### src/i2cms_cfg.svh
// Purpose: Register map, field positions and reset values of the bus sequencer
// Assumes: 8-bit register port, word index addressing
// Notes:   Definitions only
`ifndef I2CMS_CFG_SVH
`define I2CMS_CFG_SVH

// Register indices
`define I2CMS_OFS_CTRL      3'h0
`define I2CMS_OFS_BUSCTL    3'h1
`define I2CMS_OFS_STATUS    3'h2
`define I2CMS_OFS_RATE      3'h3
`define I2CMS_OFS_TXBUF     3'h4

// Control register fields
`define I2CMS_CTRL_EN       0
`define I2CMS_CTRL_MODE_LO  1
`define I2CMS_CTRL_MODE_HI  3
`define I2CMS_CTRL_FW_SCL   4
`define I2CMS_CTRL_FW_SDA   5

// Mode select codes
`define I2CMS_MODE_HWMASTER 3'h0
`define I2CMS_MODE_FWMASTER 3'h1

// Bus control register fields
`define I2CMS_BC_START      0
`define I2CMS_BC_RSTART     1
`define I2CMS_BC_STOP       2
`define I2CMS_BC_ACKRES     6

// Status register fields, write one to clear except LOADED
`define I2CMS_ST_EVENT      0
`define I2CMS_ST_WRITE_COLLISION_FLAG       1
`define I2CMS_ST_BCOL       2
`define I2CMS_ST_SDET       3
`define I2CMS_ST_PDET       4
`define I2CMS_ST_LOADED     5

// Reset values and the last bit index
`define I2CMS_RST_CTRL      8'h00
`define I2CMS_RST_RATE      8'h04
`define I2CMS_LAST_BIT      4'h8

`endif

### src/i2cms_pkg.sv
// Purpose: Types shared by the bus sequencer
// Assumes: Nothing
// Notes:   Constants live in i2cms_cfg.svh
package i2cms_pkg;

	typedef enum logic [3:0] {
		I2CMS_IDLE,
		I2CMS_ST_WAIT,
		I2CMS_ST_HOLD,
		I2CMS_RS_SCLLOW,
		I2CMS_RS_SDAHI,
		I2CMS_RS_SCLREL,
		I2CMS_RS_BOTHHI,
		I2CMS_RS_SDALO,
		I2CMS_TX_LOW,
		I2CMS_TX_REL,
		I2CMS_TX_HIGH
	} i2cms_state_t;

endpackage

### src/i2cms_master.sv
// Purpose: Master-side sequencer for a two-wire serial bus
// Assumes: Open-drain pins resolved outside; lines sampled on mclk
// Notes:   Master receive, acknowledge send and stop generation not built
//
// The implementer's own choices: the address map and the plain strobed port.
`timescale 1ns/1ps
`include "i2cms_cfg.svh"
`default_nettype none

module i2cms_master (
	input  wire logic       mclk,     // System clock, 10 MHz
	input  wire logic       rst_b,    // Synchronous reset, active low
	input  wire logic [2:0] addr,     // Register index
	input  wire logic [7:0] wdata,    // Write data
	input  wire logic       wr,       // Write strobe
	input  wire logic       rd,       // Read strobe
	output logic      [7:0] rdata,    // Read data, cycle after rd
	input  wire logic       scl_in,   // Clock line level
	output logic            scl_out,  // Clock line drive value, always low
	output logic            scl_oe,   // Clock line pulled low when high
	input  wire logic       sda_in,   // Data line level
	output logic            sda_out,  // Data line drive value, always low
	output logic            sda_oe    // Data line pulled low when high
);

	i2cms_pkg::i2cms_state_t state_reg;
	logic [7:0] ctrl_reg;
	logic [7:0] rate_reg;
	logic [7:0] txbuf_reg;
	logic [7:0] shift_reg;
	logic [3:0] bit_reg;
	logic [7:0] brg_reg;
	logic       start_req_reg;
	logic       rstart_req_reg;
	logic       stop_req_reg;
	logic       ack_res_reg;
	logic       event_reg;
	logic       write_collision_flag_reg;
	logic       bcol_reg;
	logic       sdet_reg;
	logic       pdet_reg;
	logic       loaded_reg;
	logic       scl_oe_reg;
	logic       sda_oe_reg;
	logic [7:0] rdata_reg;
	logic       scl_m_reg, scl_s_reg, scl_p_reg;
	logic       sda_m_reg, sda_s_reg, sda_p_reg;

	// Decode of the register port
	wire        enable   = ctrl_reg[`I2CMS_CTRL_EN];
	wire [2:0]  mode     = ctrl_reg[`I2CMS_CTRL_MODE_HI:`I2CMS_CTRL_MODE_LO];
	wire        hw_mode  = enable && (mode == `I2CMS_MODE_HWMASTER);
	wire        fw_mode  = enable && (mode == `I2CMS_MODE_FWMASTER);
	wire        wr_ctrl  = wr && (addr == `I2CMS_OFS_CTRL);
	wire        wr_busc  = wr && (addr == `I2CMS_OFS_BUSCTL);
	wire        wr_stat  = wr && (addr == `I2CMS_OFS_STATUS);
	wire        wr_rate  = wr && (addr == `I2CMS_OFS_RATE);
	wire        wr_txbuf = wr && (addr == `I2CMS_OFS_TXBUF);
	wire        idle     = (state_reg == i2cms_pkg::I2CMS_IDLE);
	wire        busy     = !idle || start_req_reg || rstart_req_reg;
	wire        brg_to   = (brg_reg == 8'h00);
	wire        last_bit = (bit_reg == `I2CMS_LAST_BIT);

	// Own start suspends detection; restart states keep it
	wire        own_start = (state_reg == i2cms_pkg::I2CMS_ST_WAIT) ||
	                        (state_reg == i2cms_pkg::I2CMS_ST_HOLD);
	wire        in_rs = (state_reg == i2cms_pkg::I2CMS_RS_SCLLOW) ||
	                    (state_reg == i2cms_pkg::I2CMS_RS_SDAHI) ||
	                    (state_reg == i2cms_pkg::I2CMS_RS_SCLREL) ||
	                    (state_reg == i2cms_pkg::I2CMS_RS_BOTHHI) ||
	                    (state_reg == i2cms_pkg::I2CMS_RS_SDALO);
	// Condition detection on synchronised levels only
	wire        start_seen = scl_s_reg && scl_p_reg && sda_p_reg && !sda_s_reg;
	wire        stop_seen  = scl_s_reg && scl_p_reg && !sda_p_reg && sda_s_reg;
	wire        det_on     = (hw_mode && !own_start) || fw_mode;

	// Two-stage synchronisers, then one delayed copy for edges
	always_ff @(posedge mclk) begin
		scl_m_reg <= scl_in;
		scl_s_reg <= scl_m_reg;
		scl_p_reg <= scl_s_reg;
		sda_m_reg <= sda_in;
		sda_s_reg <= sda_m_reg;
		sda_p_reg <= sda_s_reg;
	end

	// Control and rate registers
	always_ff @(posedge mclk) begin
		if (!rst_b) begin
			ctrl_reg <= `I2CMS_RST_CTRL;
			rate_reg <= `I2CMS_RST_RATE;
		end else begin
			if (wr_ctrl)
				ctrl_reg <= wdata;
			if (wr_rate)
				rate_reg <= wdata;
		end
	end

	// Read port, answer one cycle after the strobe
	always_ff @(posedge mclk) begin
		if (!rst_b) begin
			rdata_reg <= 8'h00;
		end else if (rd) begin
			case (addr)
				`I2CMS_OFS_CTRL:   rdata_reg <= ctrl_reg;
				`I2CMS_OFS_BUSCTL: rdata_reg <= {1'b0, ack_res_reg, 3'h0, stop_req_reg,
				                                 rstart_req_reg, start_req_reg};
				`I2CMS_OFS_STATUS: rdata_reg <= {2'h0, loaded_reg, pdet_reg, sdet_reg,
				                                 bcol_reg, write_collision_flag_reg, event_reg};
				`I2CMS_OFS_RATE:   rdata_reg <= rate_reg;
				`I2CMS_OFS_TXBUF:  rdata_reg <= txbuf_reg;
				default:           rdata_reg <= 8'h00;
			endcase
		end else begin
			rdata_reg <= 8'h00;
		end
	end

	// Sequencer, counter and flags; later set assignments win over clears
	always_ff @(posedge mclk) begin
		if (!rst_b || !enable) begin
			state_reg      <= i2cms_pkg::I2CMS_IDLE;
			start_req_reg  <= 1'b0;
			rstart_req_reg <= 1'b0;
			stop_req_reg   <= 1'b0;
			sdet_reg       <= 1'b0;
			pdet_reg       <= 1'b0;
			scl_oe_reg     <= 1'b0;
			sda_oe_reg     <= 1'b0;
			loaded_reg     <= 1'b0;
			brg_reg        <= 8'h00;
			bit_reg        <= 4'h0;
			shift_reg      <= 8'h00;
			if (!rst_b) begin
				txbuf_reg   <= 8'h00;
				ack_res_reg <= 1'b0;
				event_reg   <= 1'b0;
				write_collision_flag_reg    <= 1'b0;
				bcol_reg    <= 1'b0;
			end else if (wr_stat) begin
				event_reg <= event_reg & ~wdata[`I2CMS_ST_EVENT];
				write_collision_flag_reg  <= write_collision_flag_reg  & ~wdata[`I2CMS_ST_WRITE_COLLISION_FLAG];
				bcol_reg  <= bcol_reg  & ~wdata[`I2CMS_ST_BCOL];
			end
		end else begin
			// Software clears first, hardware sets below override
			if (wr_stat) begin
				event_reg <= event_reg & ~wdata[`I2CMS_ST_EVENT];
				write_collision_flag_reg  <= write_collision_flag_reg  & ~wdata[`I2CMS_ST_WRITE_COLLISION_FLAG];
				bcol_reg  <= bcol_reg  & ~wdata[`I2CMS_ST_BCOL];
				sdet_reg  <= sdet_reg  & ~wdata[`I2CMS_ST_SDET];
				pdet_reg  <= pdet_reg  & ~wdata[`I2CMS_ST_PDET];
			end
			// Default counter behaviour: count down, hold at zero
			if (!brg_to)
				brg_reg <= brg_reg - 8'h01;

			// Bus control writes; locked while a start is pending
			if (wr_busc && hw_mode && !start_req_reg) begin
				if (idle && !rstart_req_reg) begin
					start_req_reg  <= wdata[`I2CMS_BC_START];
					rstart_req_reg <= wdata[`I2CMS_BC_RSTART] && !wdata[`I2CMS_BC_START];
				end
				stop_req_reg <= wdata[`I2CMS_BC_STOP];
			end

			// Condition detector
			if (det_on && start_seen) begin
				sdet_reg <= 1'b1;
				pdet_reg <= 1'b0;
				if (!in_rs)
					event_reg <= 1'b1;
			end
			if (det_on && stop_seen) begin
				pdet_reg  <= 1'b1;
				sdet_reg  <= 1'b0;
				event_reg <= 1'b1;
			end

			// Transmit buffer write: accepted only when nothing is pending
			if (wr_txbuf && hw_mode) begin
				if (busy) begin
					write_collision_flag_reg <= 1'b1;
				end else begin
					txbuf_reg  <= wdata;
					shift_reg  <= wdata;
					loaded_reg <= 1'b1;
					bit_reg    <= 4'h0;
					scl_oe_reg <= 1'b1;
					brg_reg    <= rate_reg;
					state_reg  <= i2cms_pkg::I2CMS_TX_LOW;
				end
			end

			// Firmware mode pins straight from control bits
			if (fw_mode) begin
				scl_oe_reg <= ctrl_reg[`I2CMS_CTRL_FW_SCL];
				sda_oe_reg <= ctrl_reg[`I2CMS_CTRL_FW_SDA];
			end

			case (state_reg)
				i2cms_pkg::I2CMS_IDLE: begin
					if (hw_mode && start_req_reg) begin
						if (!scl_s_reg && !sda_s_reg) begin
							bcol_reg      <= 1'b1;
							start_req_reg <= 1'b0;
						end else if (scl_s_reg && sda_s_reg) begin
							brg_reg   <= rate_reg;
							state_reg <= i2cms_pkg::I2CMS_ST_WAIT;
						end
					end else if (hw_mode && rstart_req_reg) begin
						scl_oe_reg <= 1'b1;
						state_reg  <= i2cms_pkg::I2CMS_RS_SCLLOW;
					end
				end
				i2cms_pkg::I2CMS_ST_WAIT: begin
					if (!scl_s_reg) begin
						bcol_reg      <= 1'b1;
						start_req_reg <= 1'b0;
						state_reg     <= i2cms_pkg::I2CMS_IDLE;
					end else if (brg_to) begin
						if (sda_s_reg) begin
							sda_oe_reg <= 1'b1;
							sdet_reg   <= 1'b1;
							pdet_reg   <= 1'b0;
							brg_reg    <= rate_reg;
							state_reg  <= i2cms_pkg::I2CMS_ST_HOLD;
						end else begin
							bcol_reg      <= 1'b1;
							start_req_reg <= 1'b0;
							state_reg     <= i2cms_pkg::I2CMS_IDLE;
						end
					end
				end
				i2cms_pkg::I2CMS_ST_HOLD: begin
					if (brg_to) begin
						start_req_reg <= 1'b0;
						event_reg     <= 1'b1;
						state_reg     <= i2cms_pkg::I2CMS_IDLE;
					end
				end
				i2cms_pkg::I2CMS_RS_SCLLOW: begin
					// Count only once the low is really on the wire
					if (!scl_s_reg) begin
						sda_oe_reg <= 1'b0;
						brg_reg    <= rate_reg;
						state_reg  <= i2cms_pkg::I2CMS_RS_SDAHI;
					end
				end
				i2cms_pkg::I2CMS_RS_SDAHI: begin
					if (brg_to && sda_s_reg) begin
						scl_oe_reg <= 1'b0;
						state_reg  <= i2cms_pkg::I2CMS_RS_SCLREL;
					end
				end
				i2cms_pkg::I2CMS_RS_SCLREL: begin
					if (scl_s_reg) begin
						if (!sda_s_reg) begin
							bcol_reg       <= 1'b1;
							rstart_req_reg <= 1'b0;
							state_reg      <= i2cms_pkg::I2CMS_IDLE;
						end else begin
							brg_reg   <= rate_reg;
							state_reg <= i2cms_pkg::I2CMS_RS_BOTHHI;
						end
					end
				end
				i2cms_pkg::I2CMS_RS_BOTHHI: begin
					if (!scl_s_reg) begin
						bcol_reg       <= 1'b1;
						rstart_req_reg <= 1'b0;
						state_reg      <= i2cms_pkg::I2CMS_IDLE;
					end else if (brg_to) begin
						sda_oe_reg <= 1'b1;
						brg_reg    <= rate_reg;
						state_reg  <= i2cms_pkg::I2CMS_RS_SDALO;
					end
				end
				i2cms_pkg::I2CMS_RS_SDALO: begin
					if (brg_to) begin
						scl_oe_reg     <= 1'b1;
						rstart_req_reg <= 1'b0;
						event_reg      <= 1'b1;
						state_reg      <= i2cms_pkg::I2CMS_IDLE;
					end
				end
				i2cms_pkg::I2CMS_TX_LOW: begin
					// Data moves one cycle after the fall, held all phase
					sda_oe_reg <= !last_bit && !shift_reg[7];
					if (brg_to) begin
						scl_oe_reg <= 1'b0;
						state_reg  <= i2cms_pkg::I2CMS_TX_REL;
					end
				end
				i2cms_pkg::I2CMS_TX_REL: begin
					// Counter frozen while a slave stretches the clock
					if (scl_s_reg) begin
						brg_reg   <= rate_reg;
						state_reg <= i2cms_pkg::I2CMS_TX_HIGH;
						if (last_bit)
							ack_res_reg <= sda_s_reg;
					end
				end
				i2cms_pkg::I2CMS_TX_HIGH: begin
					if (brg_to) begin
						scl_oe_reg <= 1'b1;
						if (last_bit) begin
							event_reg <= 1'b1;
							state_reg <= i2cms_pkg::I2CMS_IDLE;
						end else begin
							if (bit_reg == 4'h7) begin
								loaded_reg <= 1'b0;
							end
							bit_reg   <= bit_reg + 4'h1;
							shift_reg <= {shift_reg[6:0], 1'b0};
							brg_reg   <= rate_reg;
							state_reg <= i2cms_pkg::I2CMS_TX_LOW;
						end
					end
				end
				default: begin
					state_reg <= i2cms_pkg::I2CMS_IDLE;
				end
			endcase

			// Collision release: let go of both lines
			if ((state_reg == i2cms_pkg::I2CMS_RS_SCLREL && scl_s_reg && !sda_s_reg) ||
			    (state_reg == i2cms_pkg::I2CMS_RS_BOTHHI && !scl_s_reg)) begin
				scl_oe_reg <= 1'b0;
				sda_oe_reg <= 1'b0;
			end
		end
	end

	// Outputs from flip-flops; drive value is always low
	always_ff @(posedge mclk) begin
		if (!rst_b) begin
			scl_out <= 1'b0;
			sda_out <= 1'b0;
		end else begin
			scl_out <= 1'b0;
			sda_out <= 1'b0;
		end
	end

	assign rdata  = rdata_reg;
	assign scl_oe = scl_oe_reg;
	assign sda_oe = sda_oe_reg;

endmodule

`default_nettype wire

### config.mk
export PLATFORM = sky130hd
export DESIGN_NAME = i2cms_master
export DESIGN_NICKNAME = d
export VERILOG_FILES = /design/src/i2cms_pkg.sv /design/src/i2cms_master.sv
export VERILOG_INCLUDE_DIRS = /design/src
export SDC_FILE = /design/constraint.sdc
export NUM_CORES = 1
export LEC_CHECK = 0
export ABC_CLOCK_PERIOD_IN_PS = 7500
export BUFFER_PORTS_ARGS = -buffer_cell sky130_fd_sc_hd__buf_4
export CAP_MARGIN = 25
export CELL_PAD_IN_SITES_DETAIL_PLACEMENT = 1
export CELL_PAD_IN_SITES_GLOBAL_PLACEMENT = 1
export CORE_MARGIN = 5
export CORE_UTILIZATION = 49
export DETAILED_ROUTE_END_ITERATION = 12
export PLACE_DENSITY = 0.89
export SYNTH_ARGS = -nofsm -noshare
export SYNTH_HDL_FRONTEND = slang
export SYNTH_SLANG_ARGS = --single-unit
### constraint.sdc
create_clock -name mclk -period 7.5 [get_ports mclk]
set_input_delay 1.125 -clock mclk [delete_from_list [all_inputs] [get_ports mclk]]
set_output_delay 1.125 -clock mclk [all_outputs]
set_load 0.05 [all_outputs]
==> results of run 1 <==
area by class of cell:
| cell class | count | area, sq um | share of cell area, % |
|---|---|---|---|
| clock inverters | 4 | 32.5 | 0.678 |
| clock buffers | 12 | 165 | 3.44 |
| repair buffers | 32 | 240 | 5.00 |
| flip-flops and latches | 74 | 1570 | 32.7 |
| well taps | 108 | 135 | 2.81 |
| inverters | 10 | 37.5 | 0.782 |
| multi-input cells | 455 | 2620 | 54.5 |
critical path, stage by stage:
cell and delay (ps):
buf_4 160, nor3b_1 640, nand4_1 780, o21ai_0 640
o2bb2ai_1 180, a31oi_1 100
how the worst max path moves through the flow:
stage / start / end / slack (ps) / cells after the start
after global placement: addr[1] / brg_reg[7]$_SDFF_PN0_ / 3940 / 6
after floorplan: addr[2] / txbuf_reg[0]$_SDFFCE_PN0P_ / 4420 / 5
final: addr[1] / brg_reg[7]$_SDFF_PN0_ / 4120 / 6
after detailed placement: addr[1] / brg_reg[7]$_SDFF_PN0_ / 3800 / 6
after global routing: addr[1] / brg_reg[7]$_SDFF_PN0_ / 3900 / 6
after CTS: addr[1] / brg_reg[7]$_SDFF_PN0_ / 4200 / 6
cell usage after synthesis (3+ instances only):
cell      instances  share of area [%]
a211o_1           3               0.59
a211oi_1          3               0.51
a21boi_0         17                2.9
a21o_1            4               0.68
a21oi_1          43                4.9
a221oi_1          7                1.4
a22oi_1          12                2.0
a311oi_1          9                1.8
a31oi_1           7               0.99
and2_1            4               0.57
and3_1           11                1.6
buf_1             8               0.68
buf_2             3               0.34
buf_4             3               0.51
clkbuf_1         34                2.9
dfxtp_1          65                 29
edfxtp_1          9                6.1
ha_1              3               0.85
inv_1            10               0.85
mux2i_1           8                1.8
nand2_1          92                7.8
nand2b_1         11                1.6
nand3_1          16                1.8
nand4_1           5               0.71
nor2_1           67                5.7
nor2b_1           9                1.3
nor3_1           19                2.1
nor3b_1           4               0.68
o21a_1            5               0.85
o21ai_0          35                4.0
o22ai_1           7               0.99
o311ai_0          4               0.79
o31ai_1           3               0.51
xnor2_1           3               0.59
kinds of logic (layout without fill, tap and decap cells):
logic type      after synthesis  count (layout)  share of synthesized area, %
simple gates                260             260                          28.3
flops                        74              74                          35.5
xor+xnor                      5               5                         0.990
other cells                   1               2                        0.0848
buf+inv                      59              58                          5.37
compound gates              176             176                          26.8
fa+ha+maj                     3               3                         0.849
mux                           9               9                          2.06
power breakdown:
group | switching (mW) | internal [mW] | total (mW)
logic | 0.0291 | 0.0148 | 0.0440
registers | 0.00844 | 0.406 | 0.414
clock network | 0.169 | 0.150 | 0.319
routing by layer:
layer	vias to the layer above	wire length [um]	global-route usage [%]
li1	2098	-	-
met1	2228	6470	36.5
met2	194	6780	40.2
met3	35	1040	5.80
met4	0	429	9.86
met5	-	0	0
==> flow_summary.ini, run 1 <==
[route]
drt-total-wl_mm = 14.7
ant_nets = 0
num_vias = 4555
drt-initial-drc-count = 370
drt-pass1-iter-count = 5
drc_errors = 0
drt-wirelength-per-cell_um = 21.2
viasPerCell = 6.55

[yosys]
synth-edff-count = 9
ys_ff_latch = 74
synth_cells = 587
ys_types = 67
syn_avg_cell_area_sq_um = 7.54
synthArstFlopShare_pct = 0
yosysSeqAreaShare_pct = 35.5
yosysWarningCount = 0
ys.flop_type = dfxtp_1
netlist_area_sq_mm = 0.00442

[timing]
layout_setup_ws_ps = 4120
slew_violations = 0
clock_skew_ps = 11.5
setup_viol = 0
hold_viol = 0
rsz0062_at_grt = no
post-route-min-period_ps = 3380
period_share_pct = 45.1
fmax_mhz = 295
tns_ps = 0
holdWs_ps = 334
slew_headroom_pct = 31.8
tightest_slew_ps = 1020

[finish]
num-fill-cells = 1112
layout_commonest_cell = nand2_1
stdcell_area_sq_mm = 0.00480
insertedDiodeCount = 0
drive_above_1_share_pct = 9.88
final_cells = 695
utilization_pct = 54.8
nNetsFinal = 602
final_cell_mix = 92 x nand2_1, 67 x nor2_1, 65 x dfxtp_1, 43 x a21oi_1, 35 x o21ai_0
syn2layout_area_growth_pct = 8.51

[global_route]
grt_usage_pct = 26.4
grt_pass1_vias = 4438
antenna_found_initial = 0
grt_pass1_wl_mm = 23.6
grt_max_degree = 46
gr-total-overflow = 0

[cts]
numCtsBuffers = 9
cts_root_buf = clkbuf_8
clk_latency_ps = 370
clkTransAtPathRegs_ps = 80
post_cts_buffers = 0
cts.sinks = 74
htreeDepth = 3
cts_tree = done
clock_path_buffers = 2
cts_hold_buf = 0
cts_resized = 0

[critical_path]
critPathKind = in -> reg
regToRegEndpoint = brg_reg[4]$_SDFF_PN0_
start_kind = input pin
crit_path_max_fanout = 17
worstRegToRegCells = 9
critPathCaptureType = flop
required_ps = 7740
cp.arrival_ps = 3630
r2r_slack_ps = 4120
r2r_start = brg_reg[0]$_SDFF_PN0_

[die]
core_area_sq_mm = 0.00876
rows = 34
fp.dieW_um = 105
io_pins = 29
start_util_pct = 50.5
die_y_um = 105
die_area_sq_mm = 0.0110

[worst_hold_path]
hp-start = sda_m_reg$_DFF_P_
hold_path_depth = 0
hp-class = reg -> reg
hold_end = sda_s_reg$_DFF_P_

[placement]
place_ws_ps = 3800
portBuffers = 26
dp_hpwl_mm = 10.3
place_area_sq_mm = 0.00460
gp_congestion = 0.906
dp_cells = 679

[power]
ir_drop_v = 0.0000759
p_total_uw = 777
leakagePower_nw = 1.69
powerDensity_mw_per_mm2 = 162

[run_status]
outcome = completed

[flow_run]
cap_viol_max_count = 0
(Power assumes the default switching activity.)
==> run 2: changes to the inputs <==
Settings changed: ABC_CLOCK_PERIOD_IN_PS 7500 to 2700, CORE_UTILIZATION 49 to 41, PLACE_DENSITY 0.89 to 0.8.
Clock period 7.5 ns to 2.7 ns, I/O delays scaled along.
==> run 2 against run 1 <==
Net effect:
- critical path depth is 4 higher
- combinational power grew to 3.2 times the previous value
- clock skew hardly changed
- clock-buffer cell count is 2 lower
- critical endpoint unchanged
- sequential power grew to 2.8 times the previous value
==> flow_summary.ini, run 2 (synthesis gave the netlist of run 1 again) <==
[global_route]
grt_pass1_vias = 4673
antenna_found_initial = 0
grt_max_degree = 33
grt_pass1_wl_mm = 25.6
grt_usage_pct = 25.2
gr-total-overflow = 0

[die]
die_area_sq_mm = 0.0130
io_pins = 29
core_area_sq_mm = 0.0107
start_util_pct = 41.4
die_y_um = 114
fp.dieW_um = 114
rows = 38

[route]
ant_nets = 0
drt-total-wl_mm = 16.1
viasPerCell = 6.15
drt-initial-drc-count = 355
drc_errors = 0
drt-pass1-iter-count = 5
drt-wirelength-per-cell_um = 21.4
num_vias = 4630

[finish]
final_cells = 753
num-fill-cells = 1364
layout_commonest_cell = nand2_1
seq_area_sq_mm = 0.00157
utilization_pct = 47.3
final_cell_mix = 92 x nand2_1, 66 x nor2_1, 65 x dfxtp_1, 57 x buf_4, 43 x a21oi_1
multi_input_area_sq_mm = 0.00264
syn2layout_area_growth_pct = 14.3
drive_above_1_share_pct = 14.7
nNetsFinal = 628
insertedDiodeCount = 0

[critical_path]
worstRegToRegCells = 10
critPathKind = reg -> reg
critPathCaptureType = flop
crit_path_max_fanout = 19
start_kind = flop
cp.arrival_ps = 2830
required_ps = 3000

[power]
powerDensity_mw_per_mm2 = 430
leakagePower_nw = 1.83
ir_drop_v = 0.000178

[cts]
cts_tree = done
numCtsBuffers = 9
cts.sinks = 74
cts_hold_buf = 0
post_cts_buffers = 0
htreeDepth = 3
clock_path_buffers = 2
clkTransAtPathRegs_ps = 90
cts_root_buf = clkbuf_8
clk_latency_ps = 380

[flow_run]
cap_viol_max_count = 0

[timing]
period_share_pct = 94.0
slew_violations = 0
fmax_mhz = 394
tightest_slew_ps = 795
hold_viol = 0
slew_headroom_pct = 46.6
clock_skew_ps = 11.1
layout_setup_ws_ps = 163
setup_viol = 0
post-route-min-period_ps = 2540
holdWs_ps = 125
rsz0062_at_grt = no

[run_status]
outcome = completed

[placement]
gp_congestion = 0.945
dp_hpwl_mm = 12.0
dp_cells = 737
place_ws_ps = -14.3
portBuffers = 26

[worst_hold_path]
hold_path_depth = 1
hp-class = in -> reg
==> run 2: path summary, 6_finish.rpt <==
| kind | to | slack (ps) | from |
|---|---|---|---|
| setup / recovery | brg_reg[7]$_SDFF_PN0_ | 160 | brg_reg[0]$_SDFF_PN0_ |
| hold / removal | scl_m_reg$_DFF_P_ | 120 | scl_in |
| setup reg to reg | brg_reg[7]$_SDFF_PN0_ | 160 | brg_reg[0]$_SDFF_PN0_ |
| hold reg to reg | sda_s_reg$_DFF_P_ | 330 | sda_m_reg$_DFF_P_ |
==> run 2: timing repair <==
action | in CTS | in global routing
resized for setup | 1 | 7
setup endpoints to repair | 1 | 10
hold endpoints to repair | 0 | 0
==> run 2: report_power, final <==
| group | total [mW] | leakage, nW | internal [mW] | switching (mW) |
|---|---|---|---|---|
| Sequential | 1.14 | 0.619 | 1.13 | 0.0172 |
| Clock | 0.894 | 0.0980 | 0.396 | 0.498 |
| Combinational | 0.139 | 1.11 | 0.0480 | 0.0908 |
==> run 2: critical path, stage by stage (launching register included) <==
cell and delay (ps):
dfxtp_1 350, inv_2 100, ha_2 240, or4b_4 510, nand2b_1 200, buf_4 240, nor2_2 230, o21ai_0 110
o21ai_0 130, a221oi_1 120, a31oi_1 230
==> run 2: cell type report <==
| type | count | area share [%] |
|---|---|---|
| Timing Repair Buffer | 58 | 8.68 |
| Clock inverter | 6 | 0.940 |
| Tap cell | 140 | 3.46 |
| Inverter | 10 | 0.742 |
| Multi-Input combinational cell | 455 | 52.2 |
| Sequential cell | 74 | 31.1 |
| Clock buffer | 10 | 2.94 |
==> run 2: stage by stage <==
step                cell area, sq um  setup TNS, ps  total power [mW]
floorplan                       4430              0              1.24
global route                    5060              0              2.24
global placement                4840              0              1.30
detailed placement              4840          -14.3              1.31
finish                          5060              0              2.18
CTS                             5040              0              2.18
==> run 2: metal layers <==
metal  GRT usage (%)  vias to the layer above  share of wire [%]
met3            4.08                       42                5.2
met1            32.1                     2277                 44
met4            12.8                        0                4.2
li1                -                     2153                  -
met2            41.4                      158                 47
met5               0                        -                  0
